<file path="config.mk">
export PLATFORM = sky130hd
export DESIGN_NAME = dctim_top
export DESIGN_NICKNAME = d
export VERILOG_FILES = /design/src/core/dctim_clkdiv.v /design/src/core/dctim_top.v
export VERILOG_INCLUDE_DIRS = /design/src /design/src/shared
export SDC_FILE = /design/constraint.sdc
export NUM_CORES = 1
export LEC_CHECK = 0
export BUFFER_PORTS_ARGS = -buffer_cell sky130_fd_sc_hd__buf_2
export CAP_MARGIN = 25
export CORE_MARGIN = 3
export CORE_UTILIZATION = 60
export CTS_CLUSTER_DIAMETER = 150
export DETAILED_ROUTE_END_ITERATION = 7
export PLACE_DENSITY = 0.8
export SYNTH_ARGS = -nofsm -noshare
export SYNTH_HDL_FRONTEND = slang
export SYNTH_SLANG_ARGS = --single-unit
</file>
<file path="constraint.sdc">
create_clock -name CLK -period 4 [get_ports CLK]
set_clock_uncertainty 0.15 [all_clocks]
set_input_delay 0.6 -clock CLK [delete_from_list [all_inputs] [get_ports CLK]]
set_output_delay 0.6 -clock CLK [all_outputs]
set_load 0.05 [all_outputs]
</file>
<file path="src/shared/dctim_map.vh">
/*
  register map, field positions, reset values and encodings of the
  dual counter capture timer.
  assumes a 16-bit plain register port with word-sized registers.
*/
`ifndef DCTIM_MAP_VH
`define DCTIM_MAP_VH

// register offsets
`define DCT_OFF_CNT1      4'h0
`define DCT_OFF_CRA       4'h2
`define DCT_OFF_CRB       4'h4
`define DCT_OFF_CNT2      4'h6
`define DCT_OFF_CTRL      4'h8
`define DCT_OFF_ICTL      4'hA

// control register fields
`define DCT_CTRL_MODE_LO  0
`define DCT_CTRL_MODE_HI  1
`define DCT_CTRL_CS1_LO   2
`define DCT_CTRL_CS1_HI   4
`define DCT_CTRL_CS2_LO   5
`define DCT_CTRL_CS2_HI   7
`define DCT_CTRL_AEN      8
`define DCT_CTRL_BEN      9
`define DCT_CTRL_AOUT     10
`define DCT_CTRL_AEDGE    11
`define DCT_CTRL_BEDGE    12
`define DCT_CTRL_USED     13

// interrupt control fields
`define DCT_ICTL_AIEN     0
`define DCT_ICTL_BIEN     1
`define DCT_ICTL_CIEN     2
`define DCT_ICTL_DIEN     3
`define DCT_ICTL_APND     4
`define DCT_ICTL_BPND     5
`define DCT_ICTL_CPND     6
`define DCT_ICTL_DPND     7

// operating modes
`define DCT_MODE_PWM      2'h0
`define DCT_MODE_DUALCAP  2'h1
`define DCT_MODE_DUALTMR  2'h2
`define DCT_MODE_CAPTMR   2'h3

// clock selections
`define DCT_CS_STOP       3'h0
`define DCT_CS_SYS        3'h1
`define DCT_CS_PRESC      3'h2
`define DCT_CS_EXTEV      3'h3
`define DCT_CS_PACC       3'h4

// reset values
`define DCT_RST_WORD      16'h0000
`define DCT_RST_CTRL      13'h0000
`define DCT_RST_ICTL      8'h00
`define DCT_ALL_ONES      16'hFFFF

// prescaler divide ratio, system clocks per prescaled tick
`define DCT_PRESC_DIV     8'h20

// system interrupt line numbers per unit
`define DCT_U1_IRQ_I      4'hD
`define DCT_U1_IRQ_II     4'hC
`define DCT_U2_IRQ_I      4'hB
`define DCT_U2_IRQ_II     4'hA

`endif

</file>
<file path="src/core/dctim_clkdiv.v">
/*
  prescaler: one-cycle enable pulse every DCT_PRESC_DIV system clocks.
  assumes the system clock and a synchronous active-high reset.
*/
`timescale 1ns/1ps
`default_nettype none
`include "dctim_map.vh"

module dctim_clkdiv
(
  // clock and reset
  input  wire       clk,
  input  wire       rst,
  // prescaled tick
  output reg        tick_ff
);

  reg  [7:0] div_ff;
  wire       wrap;

  assign wrap = (div_ff == (`DCT_PRESC_DIV - 8'h01));

  always @(posedge clk)
  begin
    if (rst)
    begin
      div_ff  <= 8'h00;
      tick_ff <= 1'b0;
    end
    else
    begin
      div_ff  <= wrap ? 8'h00 : div_ff + 8'h01;
      tick_ff <= wrap;
    end
  end

endmodule
`default_nettype wire

</file>
<file path="src/core/dctim_top.v">
/*
  two-counter timer unit: pwm, dual capture, dual timer and single
  capture plus timer modes, with four interrupt sources on two lines.
  assumes pins are asynchronous to CLK and a plain register port.
*/
// Contract
// mode 4 primary counter counts down, reloads from reg A on underflow.
// mode 4 with pin A enable toggles pin A each primary underflow.
// mode 4 secondary counts down; pin B edge copies it to reg B.
// capture preset copies counter first, then loads all ones.
// capture pulses last at least one system clock.
// mode 4 pin B capture and secondary underflow raise B and D events.
// mode 2/4 external or accumulate clocking stops that counter.
// software keeps the secondary counter enabled in mode 4.
// four sources; A, B, C drive first line, D the second.
// first unit lines are system interrupts 13 and 12.
// second unit lines are system interrupts 11 and 10.
// A set by reload from reg A (1,3,4), capture on A (2).
// B set by reload from reg B (1), pin B capture (2,4).
// C only mode 2 primary underflow; D secondary underflow or reload.
// pin A toggles per underflow from output state bit level.
// software presets the output state bit before enabling the clock.
// pin B enable presets capturing counter to all ones.
// modes 1 and 3 pin B is event or accumulate input.
// output state bit tracks pin A; software write wins.
// interrupt control is an 8-bit read/write register.
// each line is high while an enabled mapped flag is pending.
`timescale 1ns/1ps
`default_nettype none
`include "dctim_map.vh"

module dctim_top
#(
  parameter UNIT = 1
)
(
  // clock and reset
  input  wire        CLK,
  input  wire        SYS_RST,
  // register port
  input  wire [3:0]  ADDR,
  input  wire [15:0] WDATA,
  input  wire        WR,
  input  wire        RD,
  output reg  [15:0] RDATA,
  // timer pins
  input  wire        PIN_A_IN,
  output reg         PIN_A_OUT,
  output reg         PIN_A_OE_N,
  input  wire        PIN_B_IN,
  // system interrupts
  output reg         IRQ_I,
  output reg         IRQ_II,
  output reg  [3:0]  IRQ_I_LINE,
  output reg  [3:0]  IRQ_II_LINE
);

  reg  [15:0] cnt1_ff;
  reg  [15:0] cnt2_ff;
  reg  [15:0] cra_ff;
  reg  [15:0] crb_ff;
  reg  [12:0] ctrl_ff;
  reg  [7:0]  ictl_ff;
  reg         sel_b_ff;
  reg  [1:0]  sync1_ff;
  reg  [1:0]  sync2_ff;
  reg  [1:0]  prev_ff;
  reg  [15:0] nxt_cnt1;
  reg  [15:0] nxt_cnt2;
  reg  [15:0] nxt_cra;
  reg  [15:0] nxt_crb;
  reg  [12:0] nxt_ctrl;
  reg  [7:0]  nxt_ictl;
  reg         nxt_sel_b;
  reg  [3:0]  set_pnd;
  wire        presc_tick;
  wire [1:0]  mode;
  wire [2:0]  cs1;
  wire [2:0]  cs2;
  wire        a_en;
  wire        b_en;
  wire        a_out;
  wire        edge_a;
  wire        edge_b;
  wire        capt_mode;
  wire        tick1;
  wire        tick2;
  wire        unf1;
  wire        unf2;
  wire        wr_cnt1;
  wire        wr_cnt2;
  wire        wr_cra;
  wire        wr_crb;
  wire        wr_ctrl;
  wire        wr_ictl;

  dctim_clkdiv u_clkdiv
  (
    .clk     (CLK),
    .rst     (SYS_RST),
    .tick_ff (presc_tick)
  );

  // pins are asynchronous: two flops, then a third for edge history
  genvar g;
  generate
    for (g = 0; g < 2; g = g + 1)
    begin : g_sync
      // no reset: the chain fills with the idle pin level while reset
      // is held (three clocks), so release never shows a false edge
      always @(posedge CLK)
      begin
        sync1_ff[g] <= (g == 0) ? PIN_A_IN : PIN_B_IN;
        sync2_ff[g] <= sync1_ff[g];
        prev_ff[g]  <= sync2_ff[g];
      end
    end
  endgenerate

  assign mode  = ctrl_ff[`DCT_CTRL_MODE_HI:`DCT_CTRL_MODE_LO];
  assign cs1   = ctrl_ff[`DCT_CTRL_CS1_HI:`DCT_CTRL_CS1_LO];
  assign cs2   = ctrl_ff[`DCT_CTRL_CS2_HI:`DCT_CTRL_CS2_LO];
  assign a_en  = ctrl_ff[`DCT_CTRL_AEN];
  assign b_en  = ctrl_ff[`DCT_CTRL_BEN];
  assign a_out = ctrl_ff[`DCT_CTRL_AOUT];

  // capture edge polarity: 1 senses rising, 0 falling
  assign edge_a = ctrl_ff[`DCT_CTRL_AEDGE] ? (sync2_ff[0] & ~prev_ff[0])
                                           : (~sync2_ff[0] & prev_ff[0]);
  assign edge_b = ctrl_ff[`DCT_CTRL_BEDGE] ? (sync2_ff[1] & ~prev_ff[1])
                                           : (~sync2_ff[1] & prev_ff[1]);

  assign capt_mode = (mode == `DCT_MODE_DUALCAP) ||
                     (mode == `DCT_MODE_CAPTMR);

  // counter clock decode, shared by both counters
  function clk_tick;
    input [2:0] sel;
    input       capt;
    input       presc;
    input       ev_b;
    input       lvl_b;
    begin
      case (sel)
        `DCT_CS_SYS:   clk_tick = 1'b1;
        `DCT_CS_PRESC: clk_tick = presc;
        // pin b is a capture input, so event clocks stall
        `DCT_CS_EXTEV: clk_tick = ~capt & ev_b;
        `DCT_CS_PACC:  clk_tick = ~capt & lvl_b;
        default:       clk_tick = 1'b0;
      endcase
    end
  endfunction

  // event input counts rising edges, accumulate gates on high level
  assign tick1 = clk_tick(cs1, capt_mode, presc_tick,
                          sync2_ff[1] & ~prev_ff[1], sync2_ff[1]);
  assign tick2 = clk_tick(cs2, capt_mode, presc_tick,
                          sync2_ff[1] & ~prev_ff[1], sync2_ff[1]);
  assign unf1  = tick1 & (cnt1_ff == `DCT_RST_WORD);
  assign unf2  = tick2 & (cnt2_ff == `DCT_RST_WORD);

  assign wr_cnt1 = WR & (ADDR == `DCT_OFF_CNT1);
  assign wr_cnt2 = WR & (ADDR == `DCT_OFF_CNT2);
  assign wr_cra  = WR & (ADDR == `DCT_OFF_CRA);
  assign wr_crb  = WR & (ADDR == `DCT_OFF_CRB);
  assign wr_ctrl = WR & (ADDR == `DCT_OFF_CTRL);
  assign wr_ictl = WR & (ADDR == `DCT_OFF_ICTL);

  always @*
  begin
    nxt_cnt1  = tick1 ? cnt1_ff - 16'h0001 : cnt1_ff;
    nxt_cnt2  = tick2 ? cnt2_ff - 16'h0001 : cnt2_ff;
    nxt_cra   = cra_ff;
    nxt_crb   = crb_ff;
    nxt_ctrl  = ctrl_ff;
    nxt_ictl  = ictl_ff;
    nxt_sel_b = sel_b_ff;
    set_pnd   = 4'h0;
    case (mode)
      `DCT_MODE_PWM:
      begin
        if (unf1)
        begin
          // alternate reload, A first after every restart
          nxt_cnt1  = sel_b_ff ? crb_ff : cra_ff;
          nxt_sel_b = ~sel_b_ff;
          set_pnd[0] = ~sel_b_ff;
          // reload from reg B
          set_pnd[1] = sel_b_ff;
        end
        // secondary underflow
        set_pnd[3] = unf2;
      end
      `DCT_MODE_DUALCAP:
      begin
        // primary wraps through all ones, flag C
        set_pnd[2] = unf1;
        set_pnd[3] = unf2;
        if (edge_a)
        begin
          // capture on pin A
          nxt_cra    = cnt1_ff;
          set_pnd[0] = 1'b1;
        end
        if (edge_b)
        begin
          // capture on pin B
          nxt_crb    = cnt1_ff;
          set_pnd[1] = 1'b1;
        end
        // preset the primary after the copy
        if ((edge_a & a_en) | (edge_b & b_en))
          nxt_cnt1 = `DCT_ALL_ONES;
      end
      `DCT_MODE_DUALTMR:
      begin
        if (unf1)
          nxt_cnt1 = cra_ff;
        set_pnd[0] = unf1;
        // secondary reload from reg B sets D
        if (unf2)
          nxt_cnt2 = crb_ff;
        set_pnd[3] = unf2;
      end
      default:
      begin
        // reload from reg A and keep counting down
        if (unf1)
          nxt_cnt1 = cra_ff;
        // reload from reg A
        set_pnd[0] = unf1;
        // secondary underflow event
        set_pnd[3] = unf2;
        if (edge_b)
        begin
          // capture secondary on pin B edge
          nxt_crb    = cnt2_ff;
          set_pnd[1] = 1'b1;
          // copy taken above, then preset
          if (b_en)
            nxt_cnt2 = `DCT_ALL_ONES;
        end
      end
    endcase
    // stopped primary clock restarts the alternation at reg A
    if (cs1 == `DCT_CS_STOP)
      nxt_sel_b = 1'b0;
    // toggle from the output state bit, never in dual capture mode
    if (unf1 & a_en & (mode != `DCT_MODE_DUALCAP))
      nxt_ctrl[`DCT_CTRL_AOUT] = ~a_out;
    if (wr_cnt1)
      nxt_cnt1 = WDATA;
    if (wr_cnt2)
      nxt_cnt2 = WDATA;
    if (wr_cra)
      nxt_cra = WDATA;
    if (wr_crb)
      nxt_crb = WDATA;
    // software write wins over the hardware toggle
    if (wr_ctrl)
    begin
      nxt_ctrl = WDATA[`DCT_CTRL_USED-1:0];
      // mode change restarts the alternation at reg A
      if (WDATA[`DCT_CTRL_MODE_HI:`DCT_CTRL_MODE_LO] != mode)
        nxt_sel_b = 1'b0;
    end
    // byte-wide read/write control
    if (wr_ictl)
      nxt_ictl = WDATA[7:0];
    // hardware set wins over a software clear
    nxt_ictl[`DCT_ICTL_DPND:`DCT_ICTL_APND] =
      nxt_ictl[`DCT_ICTL_DPND:`DCT_ICTL_APND] | set_pnd;
  end

  always @(posedge CLK)
  begin
    if (SYS_RST)
    begin
      cnt1_ff     <= `DCT_RST_WORD;
      cnt2_ff     <= `DCT_RST_WORD;
      cra_ff      <= `DCT_RST_WORD;
      crb_ff      <= `DCT_RST_WORD;
      ctrl_ff     <= `DCT_RST_CTRL;
      ictl_ff     <= `DCT_RST_ICTL;
      sel_b_ff    <= 1'b0;
      RDATA       <= `DCT_RST_WORD;
      PIN_A_OUT   <= 1'b0;
      PIN_A_OE_N  <= 1'b1;
      IRQ_I       <= 1'b0;
      IRQ_II      <= 1'b0;
      IRQ_I_LINE  <= 4'h0;
      IRQ_II_LINE <= 4'h0;
    end
    else
    begin
      cnt1_ff   <= nxt_cnt1;
      cnt2_ff   <= nxt_cnt2;
      cra_ff    <= nxt_cra;
      crb_ff    <= nxt_crb;
      ctrl_ff   <= nxt_ctrl;
      ictl_ff   <= nxt_ictl;
      sel_b_ff  <= nxt_sel_b;
      PIN_A_OUT <= nxt_ctrl[`DCT_CTRL_AOUT];
      // pin A driven as pwm output when enabled, outside dual capture mode
      PIN_A_OE_N <= ~(nxt_ctrl[`DCT_CTRL_AEN] &
                      (nxt_ctrl[`DCT_CTRL_MODE_HI:`DCT_CTRL_MODE_LO] !=
                       `DCT_MODE_DUALCAP));
      // enabled pending flags drive the lines
      IRQ_I  <= |(nxt_ictl[`DCT_ICTL_CPND:`DCT_ICTL_APND] &
                  nxt_ictl[`DCT_ICTL_CIEN:`DCT_ICTL_AIEN]);
      IRQ_II <= nxt_ictl[`DCT_ICTL_DPND] & nxt_ictl[`DCT_ICTL_DIEN];
      // first unit line numbers
      // second unit line numbers
      IRQ_I_LINE  <= (UNIT == 2) ? `DCT_U2_IRQ_I : `DCT_U1_IRQ_I;
      IRQ_II_LINE <= (UNIT == 2) ? `DCT_U2_IRQ_II : `DCT_U1_IRQ_II;
      // unmapped addresses read zero
      if (RD)
      begin
        case (ADDR)
          `DCT_OFF_CNT1: RDATA <= cnt1_ff;
          `DCT_OFF_CNT2: RDATA <= cnt2_ff;
          `DCT_OFF_CRA:  RDATA <= cra_ff;
          `DCT_OFF_CRB:  RDATA <= crb_ff;
          `DCT_OFF_CTRL: RDATA <= {3'h0, ctrl_ff};
          `DCT_OFF_ICTL: RDATA <= {8'h00, ictl_ff};
          default:       RDATA <= `DCT_RST_WORD;
        endcase
      end
      else
        RDATA <= `DCT_RST_WORD;
    end
  end

endmodule
`default_nettype wire

</file>
# [Yosys cells after proc, flatten, opt, wreduce, memory -nomap -nowiden]
# Cells that the tools add are included.
[classes] n_addsub=3 eq_ne=21 mux=41 bitwise=32 reduce_logical=16
[op_table] cell="$mux W16" n=17
[op_table] cell="$pmux W16 S2" n=3
[op_table] cell="$pmux W16 S6" n=1
[op_table] cell="$logic_not A16 Y1" n=2
[op_table] cell="$sub A16 B1 Y16 const B" n=2
[op_table] cell="$and A1 B1 Y1" n=20
[op_table] cell="$eq A3 B2 Y1 const B" n=4
[op_table] cell="$mux W1" n=11
[op_table] cell="$mux W11" n=1
[op_table] cell="$not A1 Y1" n=9
[op_table] cell="$add A8 B1 Y8 const B" n=1
[op_table] cell="$eq A4 B3 Y1 const B" n=2
[op_table] cell="$eq A4 B4 Y1 const B" n=2
[op_table] cell="$eq A8 B5 Y1 const B" n=1
[op_table] cell="$mux W4" n=2
[op_table] cell="$mux W8" n=1
[op_table] cell="$pmux W1 S4" n=2
[op_table] cell="$reduce_or A2 Y1" n=4
[op_table] cell="$eq A3 B1 Y1 const B" n=2
[op_table] cell="$eq A3 B3 Y1 const B" n=2
[op_table] cell="$ne A2 B1 Y1 const B" n=3
[op_table] cell="$reduce_bool A2 Y1" n=3
[op_table] cell="$eq A2 B2 Y1 const B" n=2
[op_table] cell="$eq A4 B2 Y1 const B" n=1
[op_table] cell="13 further kinds" n=15
[totals] reg_bits=129 inputBits=26 output_inout_bits=28 elab_cells=136

# [Logic depth before layout (Yosys ltp)]
[depth] depth_word=13 depth_mapped=12

# [Cells and area by module]
# From an unflattened synthesis, not the netlist that was laid out.
[hier_totals] cells_unflattened=867 area_unflattened_um2=7001.7
[modules_own_cells] mod="dctim_top" instances=1 cells_per_inst=828 area_per_inst_um2=6631.4 seq_area_each_um2=2242.2
[modules_own_cells] mod="dctim_clkdiv" instances=1 cells_per_inst=39 area_per_inst_um2=370.4 seq_area_each_um2=180.2

# [Worst setup path before layout]
# OpenSTA, ideal clock, no wires.
[synth_timing] kind="register -> register" from="register cnt1_ff[0]" to="register IRQ_I" t_arrival_ps=2844 required_ps=3791 setup_slack_ps=947 stages_incl_launch_ff=13 path_buffers=1 path_cell_list="dfxtp_1 > inv_1 > ha_1 > nor4b_1 > nand4_1 > a2111oi_0 > clkbuf_1 > ha_1 > nor2_1 > a211oi_1 > a21oi_1 > a211oi_1 > a221o_1"
[synth_via] elab_chain_cells=7 elab_cells_between_ends=9 classes_between="mux: 4; bitwise: 3; reduce/logical: 2"
[synth_rtl] item="from (decl)" line_no="dctim_top.v:58" source="reg [15:0] cnt1_ff;"
[synth_rtl] item="from (signal assigned)" line_no="dctim_top.v:280" source="cnt1_ff <= `DCT_RST_WORD;"
[synth_rtl] item="from (signal assigned)" line_no="dctim_top.v:297" source="cnt1_ff <= nxt_cnt1;"
[synth_rtl] item="$logic_not A16 Y1 (no source line) (*)"
[synth_rtl] item="$and A1 B1 Y1 (*)" line_no="dctim_top.v:160" source="assign unf1 = tick1 & (cnt1_ff == `DCT_RST_WORD);"
[synth_rtl] item="$mux W2" line_no="dctim_top.v:183" source="if (unf1)"
[synth_rtl] item="$pmux W1 S2" line_no="dctim_top.v:180" source="case (mode)"
[synth_rtl] item="$or A4 B4 Y4 (*)" line_no="dctim_top.v:273" source="nxt_ictl[`DCT_ICTL_DPND:`DCT_ICTL_APND] | set_pnd;"
[synth_rtl] item="$and A3 B3 Y3 (*)" line_no="dctim_top.v:310" source="IRQ_I <= |(nxt_ictl[`DCT_ICTL_CPND:`DCT_ICTL_APND] &"
[synth_rtl] item="$reduce_or A3 Y1 (*)" line_no="dctim_top.v:310"
[synth_rtl] item="to (signal assigned)" line_no="dctim_top.v:310"
[synth_rtl] item="to (decl)" line_no="dctim_top.v:52" source="output reg IRQ_I,"
# Mark *: on every way between the ends. The rest lies on a longest branch, timed or not.
# A chain may end at the register's enable or synchronous reset.

# [Final worst setup path]
# Same ends and word-level chain as after synthesis.

==> impl_metrics.toml <==
[setup_path]
cp_data_arrival_time_ps = 3750
r2r_start = "cnt1_ff[0]"
rr_endpoint = "IRQ_I"
crit_required_ps = 4340
crit_type = "register to register"
crit_fanout = 12
startpoint_type = "register"
worstSetupEndpointType = "register"
r2r_slack_ps = 590
r2r_cells = 12

[die]
fp.coreArea_sq_um = 10600
dieArea_sq_um = 12400
num_rows = 37
io_pins = 54
start_util_pct = 63.2
die_h_microns = 111
die_x_microns = 111

[clock_tree]
cts_tree = "done"
cts_resized = 0
h-tree-depth = 4
clock_sinks = 121
cts.reportedPaths.clkPinSlew_ps = 60
root_buffer = "clkbuf_8"
cts_buffer_depth = 2
cts_made_buffers = 17
clock_latency_ps = 550

[synth]
syn_area_sq_um = 6680
yosys_register_bits = 121
synth-edff-count = 0
synth_async_sr_flop_share_pct = 0
yosys_warnings = 0
synth-main-ff-cell = "dfxtp_1"
syn_inst = 869
avgSynthCellArea_sq_um = 7.68
ys_types = 70
ys_seq_area_share_pct = 36.3

[placed_design]
port_buffers = 50
dp.cells = 999
hpwl_microns = 17100
gp_congestion = 0.972

[finish]
diodes = 0
fillCellCount = 869
nNetsFinal = 916
drive_gt1_share_pct = 14.2
area_growth_syn_to_layout_pct = 14.6
fin_cells = 1032
final_cell_mix = "dfxtp_1 (121), nand2_1 (115), nor2_1 (111)"
final_common_cell = "dfxtp_1"

[grt]
grt_pass1_wl_microns = 40000
antenna_found_initial = 0
grtUsageTotal_pct = 41.1
first_global_vias = 7074
grt_max_degree = 47
gr-total-overflow = 0

[timing]
grt_setup_unrepaired = "no"
slew_violations = 0
timing.final.crit_share_pct = 85.3
min_period_ps = 3410
setup_violations = 0
setup-tns-final_ps = 0
hold_ws_ps = 14.9
report.final.hold_viol_count = 0
max_freq_mhz = 293
tightest_slew_ps = 971
slew_headroom_pct = 35.3

[drt]
firstDrtPassIters = 7
wirelength_microns = 25700
via_per_inst = 7.26
route.detailed.drc = 0
num_vias = 7496
wl_per_cell_microns = 24.9
drt_iter0_drc = 1153
drt.antenna.violating_nets = 0

[pwr]
vdd_ir_drop_max_mv = 0.427
leakage_nw = 2.75
power_density_nw_per_um2 = 445

[min_path]
whs_path_depth = 1
hold_path_class = "input port to register"
hp-start = "PIN_A_IN"
holdPathEnd = "sync1_ff[0]"

[run_status]
status = "complete, no violations"

[flow_run]
drv_cap = 0
[per-stage QoR]
step / utilization [%] / instance area [sq um] / worst slack [ps] / power [mW]
3_5_place_dp: 66.2 / 6990 / 738 / 1.71
2_1_floorplan: - / 6680 / 947 / 1.57
6_report: 72.5 / 7650 / 587 / 3.40
3_3_place_gp: 66.2 / 6990 / 863 / 1.70
4_1_cts: 72.5 / 7650 / 687 / 3.38
5_1_grt: 72.5 / 7650 / 249 / 3.49
[cell usage after synthesis (4+ instances only)]
| master | instances | area share, % |
|---|---|---|
| or4_1 | 6 | 0.67 |
| o22ai_1 | 11 | 1.0 |
| o21ai_1 | 8 | 0.60 |
| xnor2_1 | 8 | 1.0 |
| dfxtp_1 | 121 | 36 |
| nor4_1 | 10 | 0.94 |
| a311o_1 | 5 | 0.75 |
| and3_1 | 9 | 0.84 |
| or3_1 | 7 | 0.66 |
| mux2i_1 | 15 | 2.2 |
| clkbuf_1 | 68 | 3.8 |
| nor4b_1 | 5 | 0.66 |
| nor3_1 | 19 | 1.4 |
| o21ai_0 | 17 | 1.3 |
| nand2_1 | 115 | 6.5 |
| a311oi_1 | 37 | 4.9 |
| ha_1 | 7 | 1.3 |
| nand3_1 | 32 | 2.4 |
| inv_1 | 9 | 0.51 |
| a31oi_1 | 21 | 2.0 |
| nor2_1 | 111 | 6.2 |
| buf_4 | 7 | 0.79 |
| a21oi_1 | 69 | 5.2 |
| and2_1 | 5 | 0.47 |
| a211oi_1 | 22 | 2.5 |
| xor2_1 | 5 | 0.66 |
| a2bb2oi_1 | 4 | 0.52 |
| a22oi_1 | 44 | 4.9 |
[state kept, by name (all words and copies together) (netlist names)]
register	cells
IRQ_I	1
IRQ_II	1
IRQ_II_LINE	1
PIN_A_OE_N	1
PIN_A_OUT	1
RDATA	16
cnt1_ff	16
cnt2_ff	16
cra_ff	16
crb_ff	16
ctrl_ff	12
ictl_ff	8
prev_ff	2
sel_b_ff	1
sync1_ff	2
sync2_ff	2
u_clkdiv.div_ff	8
u_clkdiv.tick_ff	1
[per-layer routing]
metal	GRT usage (%)	wire, microns	vias up
met2	63.4	11300	679
met1	51.5	9140	3431
li1	-	-	3233
met3	11.0	3560	153
met4	24.5	1710	0
met5	0	0	-
[how the worst max path moves through the flow]
| stage | startpoint | endpoint | slack [ps] | cells after the start |
|---|---|---|---|---|
| 6_report | cnt1_ff[0] | IRQ_I | 590 | 12 |
| 5_1_grt | cnt1_ff[0] | IRQ_I | 250 | 12 |
| 4_1_cts | cnt1_ff[0] | IRQ_I | 690 | 12 |
| 3_5_place_dp | cnt1_ff[0] | IRQ_I | 740 | 12 |
| 3_3_place_gp | cnt1_ff[0] | IRQ_I | 860 | 12 |
| 2_1_floorplan | cnt1_ff[0] | IRQ_I | 950 | 12 |
[kinds of logic (layout without fill, tap and decap cells)]
| logic type | count (synthesis) | after routing | synth area share [%] |
|---|---|---|---|
| muxes | 18 | 18 | 2.76 |
| xor gates and xnor gates | 13 | 13 | 1.71 |
| and+or+nand+nor | 346 | 346 | 23.9 |
| AOI/OAI and AO/OA | 271 | 271 | 28.0 |
| buffers and inverters | 92 | 117 | 5.92 |
| DFF | 121 | 121 | 36.3 |
| adders and majority gates | 7 | 7 | 1.31 |
| other | 1 | 3 | 0.0562 |
[report_power, final]
part	leakage, nW	switching [mW]	internal [mW]	total, mW
combinational	1.45	0.286	0.140	0.426
sequential	0.981	0.0483	1.24	1.28
clock	0.314	0.568	1.12	1.69
total	2.75	0.902	2.50	3.40
[worst max-delay path, cell delays in order (launching register included)]
cell       delay (ps)
dfxtp_1           370
inv_1             160
ha_1              210
nor4b_1           470
nand4_1           370
a2111oi_2         430
buf_4             260
ha_1              190
nor2_1             50
a211oi_1          200
a21oi_1            80
a211oi_1          250
a221o_1           140
[final cells by class]
type                    instances  area, sq um  area share (%)
clock inverters                11          193            2.52
flip-flops and latches        121         2420            31.7
well taps                     136          170            2.22
repair buffers                 74          433            5.66
multi-input cells             658         3930            51.4
inverters                      11         41.3           0.540
clock buffers                  21          459            6.00
[repair_timing]
action / CTS / global route
buffers inserted: 0 / 0
endpoints found under the setup margin: 0 / 0
hold buffers: 1 / 0
hold endpoints to repair: 1 / 0
(Power assumes the default switching activity.)
